**config.mk**
```make
export PLATFORM = sky130hd
export DESIGN_NAME = bami_top
export DESIGN_NICKNAME = d
export VERILOG_FILES = /design/src/verilog/bami_addr_map.v /design/src/verilog/bami_read_fill.v /design/src/verilog/bami_top.v
export VERILOG_INCLUDE_DIRS = /design/src /design/src/verilog
export SDC_FILE = /design/constraint.sdc
export NUM_CORES = 1
export LEC_CHECK = 0
export ABC_AREA = 1
export ABC_CLOCK_PERIOD_IN_PS = 2450
export BUFFER_PORTS_ARGS = -buffer_cell sky130_fd_sc_hd__buf_4
export CAP_MARGIN = 10
export CORE_MARGIN = 8
export CORE_UTILIZATION = 40
export DETAILED_ROUTE_END_ITERATION = 7
export GPL_TIMING_DRIVEN = 0
export PLACE_DENSITY = 0.67
export SETUP_SLACK_MARGIN = 0.2
export SLEW_MARGIN = 5
export SYNTH_ARGS = -nofsm -noshare
export SYNTH_HDL_FRONTEND = slang
export SYNTH_SLANG_ARGS = --single-unit
```
**constraint.sdc**
```tcl
create_clock -name clk -period 2.45 [get_ports clk]
set_input_delay 0.3675 -clock clk [delete_from_list [all_inputs] [get_ports clk]]
set_output_delay 0.3675 -clock clk [all_outputs]
set_load 0.05 [all_outputs]
```
**src/verilog/bami_regs.vh**
```
// Register offsets, field positions and reset values of the byte addressable memory interface.
`ifndef BAMI_REGS_VH
`define BAMI_REGS_VH
`define BAMI_IDX_IO 4'h0
`define BAMI_IDX_B0 4'h4
`define BAMI_IDX_B1 4'h8
`define BAMI_IDX_ACC 4'hc
`define BAMI_IDX_RDT 4'hd
`define BAMI_RST_IO 32'h000000f8
`define BAMI_RST_BK_LO 32'h000f10f8
`define BAMI_RST_BK_HI 32'h000710f8
`define BAMI_DSZ_LO 16
`define BAMI_DSZ_HI 17
`define BAMI_MW_LO 18
`define BAMI_MW_HI 19
`define BAMI_ZF_BIT 20
`define BAMI_SHR_BIT 21
`define BAMI_GAP_BIT 22
`define BAMI_B0_MASK 32'h007fffff
`define BAMI_B1_MASK 32'h001fffff
`define BAMI_SZ8 2'h0
`define BAMI_SZ16 2'h1
`define BAMI_SZ32 2'h3
`define BAMI_B1_BASE 24'h900000
`define BAMI_B0_TOP 24'h800000
`define BAMI_B0_HI 24'h880000
`define BAMI_SP_IO 2'h2
`define BAMI_SP_FETCH 2'h3
`endif

```
**src/verilog/bami_addr_map.v**
```verilog
// Address shift and strobe byte lane mapping for one access.
`timescale 1ns/1ps
`default_nettype none
module bami_addr_map (
    input wire [23:0] int_addr,
    input wire [1:0] data_size,
    input wire [1:0] mem_width,
    input wire io_access,
    output reg [23:0] ext_addr,
    output reg [3:0] lane_en
);
`include "bami_regs.vh"
    always @* begin
        ext_addr = int_addr;
        lane_en = 4'hf;
        if (!io_access) begin
            case (data_size)
                `BAMI_SZ8: begin
                    ext_addr = {{2{int_addr[23]}}, int_addr[23:2]}; // RL17
                end
                `BAMI_SZ16: begin
                    ext_addr = {int_addr[23], int_addr[23:1]}; // RL15
                end
                default: begin
                    ext_addr = int_addr; // RL14
                end
            endcase
            case (mem_width)
                `BAMI_SZ32: begin
                    case (data_size)
                        `BAMI_SZ8: lane_en = 4'h1 << int_addr[1:0]; // RL6 RL17
                        `BAMI_SZ16: lane_en = int_addr[0] ? 4'hc : 4'h3; // RL6
                        default: lane_en = 4'hf; // RL6
                    endcase
                end
                `BAMI_SZ16: begin
                    // Lane 3 carries address bit 1 for byte data and address bit 0 otherwise; lanes 0 and 1 enable.
                    case (data_size)
                        `BAMI_SZ8: lane_en = {int_addr[1], 1'b0, ~int_addr[0], int_addr[0]} ^ 4'h0; // RL7
                        default: lane_en = {int_addr[0], 1'b0, 2'h3}; // RL7
                    endcase
                end
                default: begin
                    lane_en = {int_addr[1], int_addr[0], 2'h1}; // RL8
                end
            endcase
            if (mem_width == `BAMI_SZ16 && data_size == `BAMI_SZ8) begin
                lane_en = {int_addr[1], 1'b0, int_addr[0], ~int_addr[0]}; // RL7
            end
        end
    end
endmodule // bami_addr_map
`default_nettype wire

```
**src/verilog/bami_read_fill.v**
```verilog
// Sign extension or zero fill of narrow reads.
`timescale 1ns/1ps
`default_nettype none
module bami_read_fill (
    input wire [31:0] raw,
    input wire [1:0] data_size,
    input wire zero_fill,
    output reg [31:0] filled
);
`include "bami_regs.vh"
    always @* begin
        case (data_size)
            `BAMI_SZ8: filled = {{24{raw[7] & ~zero_fill}}, raw[7:0]}; // RL10
            `BAMI_SZ16: filled = {{16{raw[15] & ~zero_fill}}, raw[15:0]}; // RL10
            default: filled = raw;
        endcase
    end
endmodule // bami_read_fill
`default_nettype wire

```
**src/verilog/bami_top.v**
```verilog
// Bus control registers and external access sequencer of the byte addressable memory interface.
// Summary of operation
// RL1: I/O space: no byte enables, full words.
// RL2: I/O control register resets to 0f8h.
// RL3: Data size field 17:16, 10 reserved.
// RL4: Width resets 32 bits or 16 from pin.
// RL5: Width field 19:18, 10 reserved.
// RL6: 32-bit width: four lanes are byte enables.
// RL7: 16-bit width: lane 3 address, 0-1 enables.
// RL8: 8-bit width: lanes 3,2 address, one enable.
// RL9: Address lanes driven on every external access.
// RL10: Narrow reads sign-extend or zero-fill by bit 20.
// RL11: Shared lane off: bank zero low, bank one high.
// RL12: Shared lane on: bank zero also high range.
// RL13: Bit 22 inserts gap between cross-bank reads.
// RL14: 32 width, 32 size: address unchanged.
// RL15: 16 width, 16 size: shift right one.
// RL16: Bank registers reset 0f10f8h or 0710f8h.
// RL17: 8-bit data on 32 width: shift two, lane.
// RL18: Software avoids stores and loads around resizing.
// RL19: Software never programs reserved encoding 10.
`timescale 1ns/1ps
`default_nettype none
module bami_top (
    input wire clk,
    input wire rstn,
    input wire program_width_pin,
    input wire [3:0] avs_address,
    input wire avs_read,
    input wire avs_write,
    input wire [31:0] avs_writedata,
    input wire [3:0] avs_byteenable,
    output reg [31:0] avs_readdata,
    output reg avs_waitrequest,
    output reg [23:0] ext_addr,
    output reg bank_zero_strobe,
    output reg bank_one_strobe,
    output reg io_space_strobe,
    output reg [3:0] bank_zero_lanes,
    output reg [3:0] bank_one_lanes,
    output reg ext_rw,
    output reg [31:0] ext_data_out,
    output reg ext_data_oe,
    input wire [31:0] ext_data_in
);
`include "bami_regs.vh"
    localparam ST_IDLE = 2'h0;
    localparam ST_GAP = 2'h1;
    localparam ST_XFER = 2'h2;
    localparam ST_DONE = 2'h3;

    reg [31:0] io_strobe_bus_control_reg;
    reg [31:0] bank_zero_bus_control_reg;
    reg [31:0] bank_one_bus_control_reg;
    reg [31:0] read_result_reg;
    reg [1:0] state_reg;
    reg last_bank_reg;
    reg last_was_read_reg;
    reg [23:0] acc_addr_reg;
    reg [1:0] acc_space_reg;
    reg acc_write_reg;
    reg acc_valid_reg;
    reg pin_meta_reg;
    reg pin_sync_reg;
    reg strap_done_reg;
    reg strap_step_reg;
    reg strap_arm_reg;
    reg [31:0] io_next;
    reg [31:0] b0_next;
    reg [31:0] b1_next;

    wire bank_sel = (acc_addr_reg >= `BAMI_B1_BASE);
    wire [31:0] cur_ctl = bank_sel ? bank_one_bus_control_reg : bank_zero_bus_control_reg;
    wire [1:0] cur_size = cur_ctl[`BAMI_DSZ_HI:`BAMI_DSZ_LO]; // RL3
    wire [1:0] cur_width = cur_ctl[`BAMI_MW_HI:`BAMI_MW_LO]; // RL5
    wire is_io = (acc_space_reg == `BAMI_SP_IO);
    wire [23:0] map_addr;
    wire [3:0] map_lanes;
    wire [31:0] fill_data;
    wire gap_needed = bank_zero_bus_control_reg[`BAMI_GAP_BIT] & last_was_read_reg &
        ~acc_write_reg & (last_bank_reg != bank_sel) & ~is_io;
    wire [1:0] width_now = bank_zero_bus_control_reg[`BAMI_MW_HI:`BAMI_MW_LO];
    wire [1:0] width_one = bank_one_bus_control_reg[`BAMI_MW_HI:`BAMI_MW_LO];
    wire mem_acc = ~is_io & (acc_space_reg != `BAMI_SP_FETCH);
    wire b0_range = (acc_addr_reg < `BAMI_B0_TOP) || (acc_addr_reg >= `BAMI_B0_HI);
    wire b0_own = mem_acc & ~bank_sel & b0_range; // RL11
    wire b0_hit = b0_own | (mem_acc & bank_sel & bank_zero_bus_control_reg[`BAMI_SHR_BIT]); // RL12
    wire b1_hit = mem_acc & bank_sel; // RL11
    wire [31:0] aligned_data;

    bami_addr_map u_map (
        .int_addr(acc_addr_reg),
        .data_size(is_io ? `BAMI_SZ32 : cur_size),
        .mem_width(is_io ? `BAMI_SZ32 : cur_width),
        .io_access(is_io),
        .ext_addr(map_addr),
        .lane_en(map_lanes)
    );

    bami_read_fill u_fill (
        .raw(aligned_data),
        .data_size(is_io ? `BAMI_SZ32 : cur_size),
        .zero_fill(cur_ctl[`BAMI_ZF_BIT]),
        .filled(fill_data)
    );

    // Merges a bus write into a register under the byte enables.
    function [31:0] merge;
        input [31:0] old;
        input [31:0] wd;
        input [3:0] be;
        integer i;
        begin
            merge = old;
            for (i = 0; i < 4; i = i + 1) begin
                if (be[i]) begin
                    merge[i*8 +: 8] = wd[i*8 +: 8];
                end
            end
        end
    endfunction

    // Pin levels of one bank's lanes: enables are active low, address lanes carry the
    // address itself and must not be inverted, and an unused lane rests high.
    // A bank that is not selected still drives its address lanes from the raw address.
    function [3:0] lane_drive;
        input [1:0] width;
        input [3:0] map;
        input [23:0] ia;
        input sel;
        reg [3:0] en;
        begin
            en = map & {4{sel}};
            case (width)
                `BAMI_SZ16: lane_drive = {(sel ? map[3] : ia[1]), 1'b1, ~en[1:0]}; // RL7
                `BAMI_SZ8: lane_drive = {(sel ? map[3:2] : ia[1:0]), 1'b1, ~en[0]}; // RL8
                default: lane_drive = ~en; // RL6
            endcase
        end
    endfunction

    // Brings the addressed byte or half-word of a narrow read down to bit 0 before the
    // fill stage, since the memory returns it on the data lines of its own lane.
    function [31:0] lane_align;
        input [31:0] raw;
        input [1:0] width;
        input [1:0] size;
        input [23:0] ia;
        begin
            lane_align = raw;
            case (width)
                `BAMI_SZ32: begin
                    case (size)
                        `BAMI_SZ8: lane_align = raw >> {ia[1:0], 3'h0};
                        `BAMI_SZ16: lane_align = raw >> {ia[0], 4'h0};
                        default: lane_align = raw;
                    endcase
                end
                `BAMI_SZ16: begin
                    if (size == `BAMI_SZ8) begin
                        lane_align = raw >> {ia[0], 3'h0};
                    end
                end
                default: lane_align = raw;
            endcase
        end
    endfunction

    assign aligned_data = is_io ? ext_data_in :
        lane_align(ext_data_in, cur_width, cur_size, acc_addr_reg); // RL10

    wire bus_hit = avs_write && (avs_address == `BAMI_IDX_IO || avs_address == `BAMI_IDX_B0 ||
        avs_address == `BAMI_IDX_B1);

    always @* begin
        io_next = io_strobe_bus_control_reg;
        b0_next = bank_zero_bus_control_reg;
        b1_next = bank_one_bus_control_reg;
        if (avs_write && avs_waitrequest == 1'b0) begin
            case (avs_address)
                `BAMI_IDX_IO: io_next = merge(io_strobe_bus_control_reg, avs_writedata, avs_byteenable);
                `BAMI_IDX_B0: b0_next = merge(bank_zero_bus_control_reg, avs_writedata, avs_byteenable)
                    & `BAMI_B0_MASK;
                `BAMI_IDX_B1: b1_next = merge(bank_one_bus_control_reg, avs_writedata, avs_byteenable)
                    & `BAMI_B1_MASK;
                default: io_next = io_strobe_bus_control_reg;
            endcase
        end
    end

    always @(posedge clk or negedge rstn) begin
        if (!rstn) begin
            pin_meta_reg <= 1'b0;
            pin_sync_reg <= 1'b0;
        end else begin
            pin_meta_reg <= program_width_pin;
            pin_sync_reg <= pin_meta_reg;
        end
    end

    // The strap is taken once, on the third edge after release, when the second synchroniser
    // stage, pin_sync_reg, holds the pin and no bus control register write is on the bus; until then
    // the banks show the low-pin value. Taking it only once keeps a pin that moves in
    // mid-run from overwriting what software wrote.
    always @(posedge clk or negedge rstn) begin
        if (!rstn) begin
            io_strobe_bus_control_reg <= `BAMI_RST_IO; // RL2
            bank_zero_bus_control_reg <= `BAMI_RST_BK_LO;
            bank_one_bus_control_reg <= `BAMI_RST_BK_LO;
            strap_done_reg <= 1'b0;
            strap_step_reg <= 1'b0;
            strap_arm_reg <= 1'b0;
        end else begin
            io_strobe_bus_control_reg <= io_next;
            strap_step_reg <= 1'b1;
            strap_arm_reg <= strap_step_reg;
            strap_done_reg <= strap_arm_reg;
            if (strap_arm_reg && !strap_done_reg && pin_sync_reg && !bus_hit) begin
                bank_zero_bus_control_reg <= `BAMI_RST_BK_HI; // RL4 RL16
                bank_one_bus_control_reg <= `BAMI_RST_BK_HI; // RL4 RL16
            end else begin
                bank_zero_bus_control_reg <= b0_next;
                bank_one_bus_control_reg <= b1_next;
            end
        end
    end

    // Access requests: the access register holds a 24-bit address and, in bits 25:24,
    // the space; bit 31 of the written word selects a write. Results land in the
    // read-data register.
    always @(posedge clk or negedge rstn) begin
        if (!rstn) begin
            state_reg <= ST_IDLE;
            acc_addr_reg <= 24'h000000;
            acc_space_reg <= 2'h0;
            acc_write_reg <= 1'b0;
            acc_valid_reg <= 1'b0;
            last_bank_reg <= 1'b0;
            last_was_read_reg <= 1'b0;
            read_result_reg <= 32'h00000000;
            avs_waitrequest <= 1'b1;
            avs_readdata <= 32'h00000000;
            ext_addr <= 24'h000000;
            bank_zero_strobe <= 1'b1;
            bank_one_strobe <= 1'b1;
            io_space_strobe <= 1'b1;
            bank_zero_lanes <= 4'hf;
            bank_one_lanes <= 4'hf;
            ext_rw <= 1'b1;
            ext_data_out <= 32'h00000000;
            ext_data_oe <= 1'b0;
        end else begin
            avs_waitrequest <= 1'b1;
            if ((avs_read || avs_write) && avs_waitrequest && !acc_valid_reg) begin
                avs_waitrequest <= 1'b0;
                case (avs_address)
                    `BAMI_IDX_IO: avs_readdata <= io_strobe_bus_control_reg;
                    `BAMI_IDX_B0: avs_readdata <= bank_zero_bus_control_reg;
                    `BAMI_IDX_B1: avs_readdata <= bank_one_bus_control_reg;
                    `BAMI_IDX_RDT: avs_readdata <= read_result_reg;
                    `BAMI_IDX_ACC: avs_readdata <= {31'h0, acc_valid_reg};
                    default: avs_readdata <= 32'h00000000;
                endcase
                if (avs_write && avs_address == `BAMI_IDX_ACC) begin
                    avs_waitrequest <= 1'b1;
                    acc_addr_reg <= avs_writedata[23:0];
                    acc_space_reg <= avs_writedata[25:24];
                    acc_write_reg <= avs_writedata[31];
                    ext_data_out <= read_result_reg;
                    acc_valid_reg <= 1'b1;
                end
            end
            case (state_reg)
                ST_IDLE: begin
                    bank_zero_strobe <= 1'b1;
                    bank_one_strobe <= 1'b1;
                    io_space_strobe <= 1'b1;
                    ext_data_oe <= 1'b0;
                    if (acc_valid_reg) begin
                        state_reg <= gap_needed ? ST_GAP : ST_XFER; // RL13
                    end
                end
                ST_GAP: begin
                    state_reg <= ST_XFER; // RL13
                end
                ST_XFER: begin
                    ext_addr <= map_addr; // RL14 RL15 RL17
                    ext_rw <= ~acc_write_reg;
                    ext_data_oe <= acc_write_reg;
                    bank_zero_lanes <= lane_drive(width_now, map_lanes, acc_addr_reg, b0_hit); // RL9 RL12
                    bank_one_lanes <= lane_drive(width_one, map_lanes, acc_addr_reg, b1_hit); // RL9 RL11
                    if (is_io) begin
                        io_space_strobe <= 1'b0; // RL1
                    end
                    if (b1_hit) begin
                        bank_one_strobe <= 1'b0; // RL11
                    end
                    if (b0_own) begin
                        // In shared mode only the lanes of bank zero join a bank one access.
                        bank_zero_strobe <= 1'b0; // RL11
                    end
                    state_reg <= ST_DONE;
                end
                ST_DONE: begin
                    if (!acc_write_reg) begin
                        read_result_reg <= is_io ? ext_data_in : fill_data; // RL1 RL10
                    end
                    last_bank_reg <= bank_sel;
                    last_was_read_reg <= ~acc_write_reg & ~is_io;
                    acc_valid_reg <= 1'b0;
                    state_reg <= ST_IDLE;
                    // Strobes and lanes stand for exactly one cycle per access.
                    bank_zero_strobe <= 1'b1;
                    bank_one_strobe <= 1'b1;
                    io_space_strobe <= 1'b1;
                    bank_zero_lanes <= 4'hf;
                    bank_one_lanes <= 4'hf;
                    ext_data_oe <= 1'b0;
                    // The held access command is answered here; without it the master's
                    // still-raised write would be taken again as a fresh command.
                    avs_waitrequest <= 1'b0;
                end
                default: state_reg <= ST_IDLE;
            endcase
        end
    end
endmodule // bami_top
`default_nettype wire

```
==> summary.txt <==
Yosys
  – Syn_area_per_cell: 8.36 µm²
  – Post-synthesis xor/xnor area fraction: 0.0720%
  – Largest cells by area after synthesis: dfrtp_1, nand2_1, dfstp_2, o21ai_0, inv_1
  – Post-synth top area share: 43.0%
  – Synth cell types: 46
  – Top FF cell, synth: dfrtp_1
  – Post-synth EDFFs: 0
  – Fraction of registers with async set or reset after synthesis: 100%
  – Mapped Area: 12200 µm²
  – Warnings from Yosys: 0
  – Area leader, netlist: dfrtp_1
  – Seq/Total Area, Yosys: 51.2%
  – Mux cell area share after synthesis: 4.16%
  – FF+latch count, synth: 247
  – Simple-gate share of the synthesized area: 19.1%
  – Syn Inst Count: 1454
  – Largest family of logic cells by synthesized area: simple AND/OR/NAND/NOR gates
  – Adder-Cell Fraction of Synth Area: 0.515%
  – Mapped Nets: 1536
  – Post-synthesis compound-gate area fraction: 17.4%

STA
  – Period utilization: 92.9%
  – RSZ-0062 raised after global routing: yes
  – Max-slew violations: 0
  – Achievable Freq: 439 MHz
  – Final Setup Violations: 0
  – Setup_tns: 0 ps
  – Setup ws final: 173 ps
  – Final Hold Violating Endpoints: 0
  – Worst-Margin Slew: 733 ps
  – Worst slew margin: 51.2%
  – Worst Clk Skew: 15.9 ps
  – Min Clock Period, post-route: 2280 ps

GRT
  – Total grt overflow: 0
  – Tot GR Track Use: 23.5%
  – Vias in the first global route: 11400
  – Largest net degree at the start of global routing: 118
  – Antenna violations before repair: 0
  – First-pass GRT wire length: 66.5 mm

Floorplan
  – Core area: 30300 µm²
  – Die Height: 190 µm
  – Row cnt: 64
  – Starting Density: 40.2%
  – IO Count: 179
  – Die area: 36200 µm²
  – Chip Width: 190 µm

Final layout
  – Net count, final: 1781
  – Area Growth Syn to Fin: 29.2%
  – Most frequent cells in the layout: nand2_1, dfrtp_1, buf_4, o21ai_0, inv_1
  – Final core utilization: 51.9%
  – Layout cells sized above 1: 26.6%
  – Number of diodes: 0
  – Most common cell after layout, fill and taps aside: nand2_1

Placement
  – I/O Buffers: 178
  – RePlAce Congestion: 0.943
  – Setup WS pre-CTS: -273 ps
  – Dpl hpwl: 33.0 mm

Critical path
  – Critical Path Max Stage Delay: 400 ps
  – R2r endpoint: read_result_reg[23]$_DFFE_PN0P_
  – Reg2reg start: acc_addr_reg[22]$_DFFE_PN0P_
  – Crit path DAT: 2710 ps
  – Top delay family on crit path: simple AND/OR/NAND/NOR gates
  – Element type at the critical path end: flop
  – Startpoint types: flop
  – Cells on worst reg2reg path: 16
  – Buf+Inv Stages, Crit Path: 2
  – CP most frequent cell: nand2_1
  – Slowest-stage cell, CP: dfrtp_1
  – Crit-path max FO: 10
  – Beginning of the critical path: acc_addr_reg[22]$_DFFE_PN0P_
  – Required time of the worst setup path: 2890 ps
  – Reg2reg setup slack: 170 ps
  – WS Path Type: flop to flop
  – Crit-path cells: nor2_2, nand2_4, nand2_8, buf_8, nand2_1, o21ai_2, nor2_2, nand2_4, nand3_4, buf_6, nand2_1, nand3_1, a21oi_2, nand3_1, nand2_1, nand2_1

CTS
  – TritonCTS Buffers: 27
  – Htree depth: 1
  – Later-pin clock latency in the skew report: 560 ps
  – Max Buffers Root-to-Sink: 3
  – Clk sinks: 247
  – Clk root buf: clkbuf_16
  – Clk pin slew, worst setup/hold paths: 60 ps
  – TritonCTS clock tree: built

Min path
  – Hold endpoint: io_strobe_bus_control_reg[26]$_DFFE_PN0P_
  – Hold wc startpoint: avs_writedata[26]
  – Hold crit path type: input pin to flop
  – Hold path depth: 3

Routing
  – Post-Route WL: 44.0 mm
  – Post-route antenna net violation count: 0
  – Vias per inst: 5.51
  – Vias post-DR: 11600
  – DRC errors left: 0
  – Initial DRC Count: 999
  – Drt pass-1 iters: 6
  – Average wire per standard cell: 20.8 µm

Power
  – Leak: 7.66 nW
  – Total power: 21.3 mW
  – Pwr/cell area: 1360 nW/µm²
  – Max IR drop VDD: 0.00104 V

Job
  – Max Cap Viol: 0

Run status
  – Status: finished, final reports clean
## worst min-delay path, delay by kind of cell
family          cells  cell delay (ps)
simple gates        1               40
buf+inv             1               80
compound gates      1               60
## cell type report
type	instances	area, µm²
fill	2781	14600
sequential	247	6230
multi-input combinational	978	5410
timing repair buffer	216	1710
clock buffer	40	774
inverter	160	614
tap	396	495
buffer	69	352
clock inverter	9	119
## routing by layer
metal	vias up	track usage [%]	routed length (µm)
met3	101	4.61	3880
met1	5664	32.0	18500
li1	5332	-	-
met4	0	7.28	1580
met2	549	37.5	20100
met5	-	0	0
## stage by stage
step	std cells	hold slack (ps)	cell area, µm²
after floorplan	1454	71.9	12200
after global placement	2028	332	14000
after detailed placement	2030	267	14100
after CTS	2097	22.3	15200
after global routing	2115	47.2	15700
final	2115	30.9	15700
## where the power goes
group          leakage, nW  switching [mW]  internal, mW  total [mW]
Combinational         4.22            7.05          3.31        10.4
Sequential            3.01            1.13          5.72        6.85
Clock                0.432            1.72          2.41        4.13
## synthesized netlist by cell type (7+ instances only)
library cell	instances
buf_2	11
nand2_1	356
nand3_1	67
a22oi_1	21
dfrtp_1	209
o2111ai_1	8
o21ai_0	182
a221oi_1	14
nand2_2	12
o22ai_1	24
nor3_1	7
dfstp_2	38
clkbuf_1	48
nor2_1	100
mux2_2	44
a31oi_1	8
a22o_1	7
o211ai_1	13
inv_1	152
a21oi_1	79
## cell families (layout without fill, tap and decap cells)
group | after synthesis | after routing
other cells | 1 | 1
flops | 247 | 247
fa+ha+maj | 5 | 5
buf+inv | 229 | 494
simple gates | 557 | 557
compound gates | 369 | 369
mux | 45 | 45
xor+xnor | 1 | 1
## how the worst max path moves through the flow
stage                                            to  cells after the start  slack (ps)
floorplan              ext_data_out[10]$_DFFE_PN0P_                      7         320
global placement            ext_addr[2]$_DFFE_PN0P_                      1        -960
detailed placement   read_result_reg[3]$_DFFE_PN0P_                      8        -270
CTS                 read_result_reg[18]$_DFFE_PN0P_                     17         170
global route        read_result_reg[12]$_DFFE_PN0P_                     18          60
finish              read_result_reg[23]$_DFFE_PN0P_                     16         170
## what timing repair did
item / CTS / global route
cloned: 2 / 1
setup buffers: 14 / 17
pin swaps: 11 / 32
gates resized for setup: 47 / 88
hold endpoints to repair: 39 / 0
hold buffers: 2 / 0
endpoints found under the setup margin: 109 / 75
No activity file was read; power rests on OpenSTA's default activity.
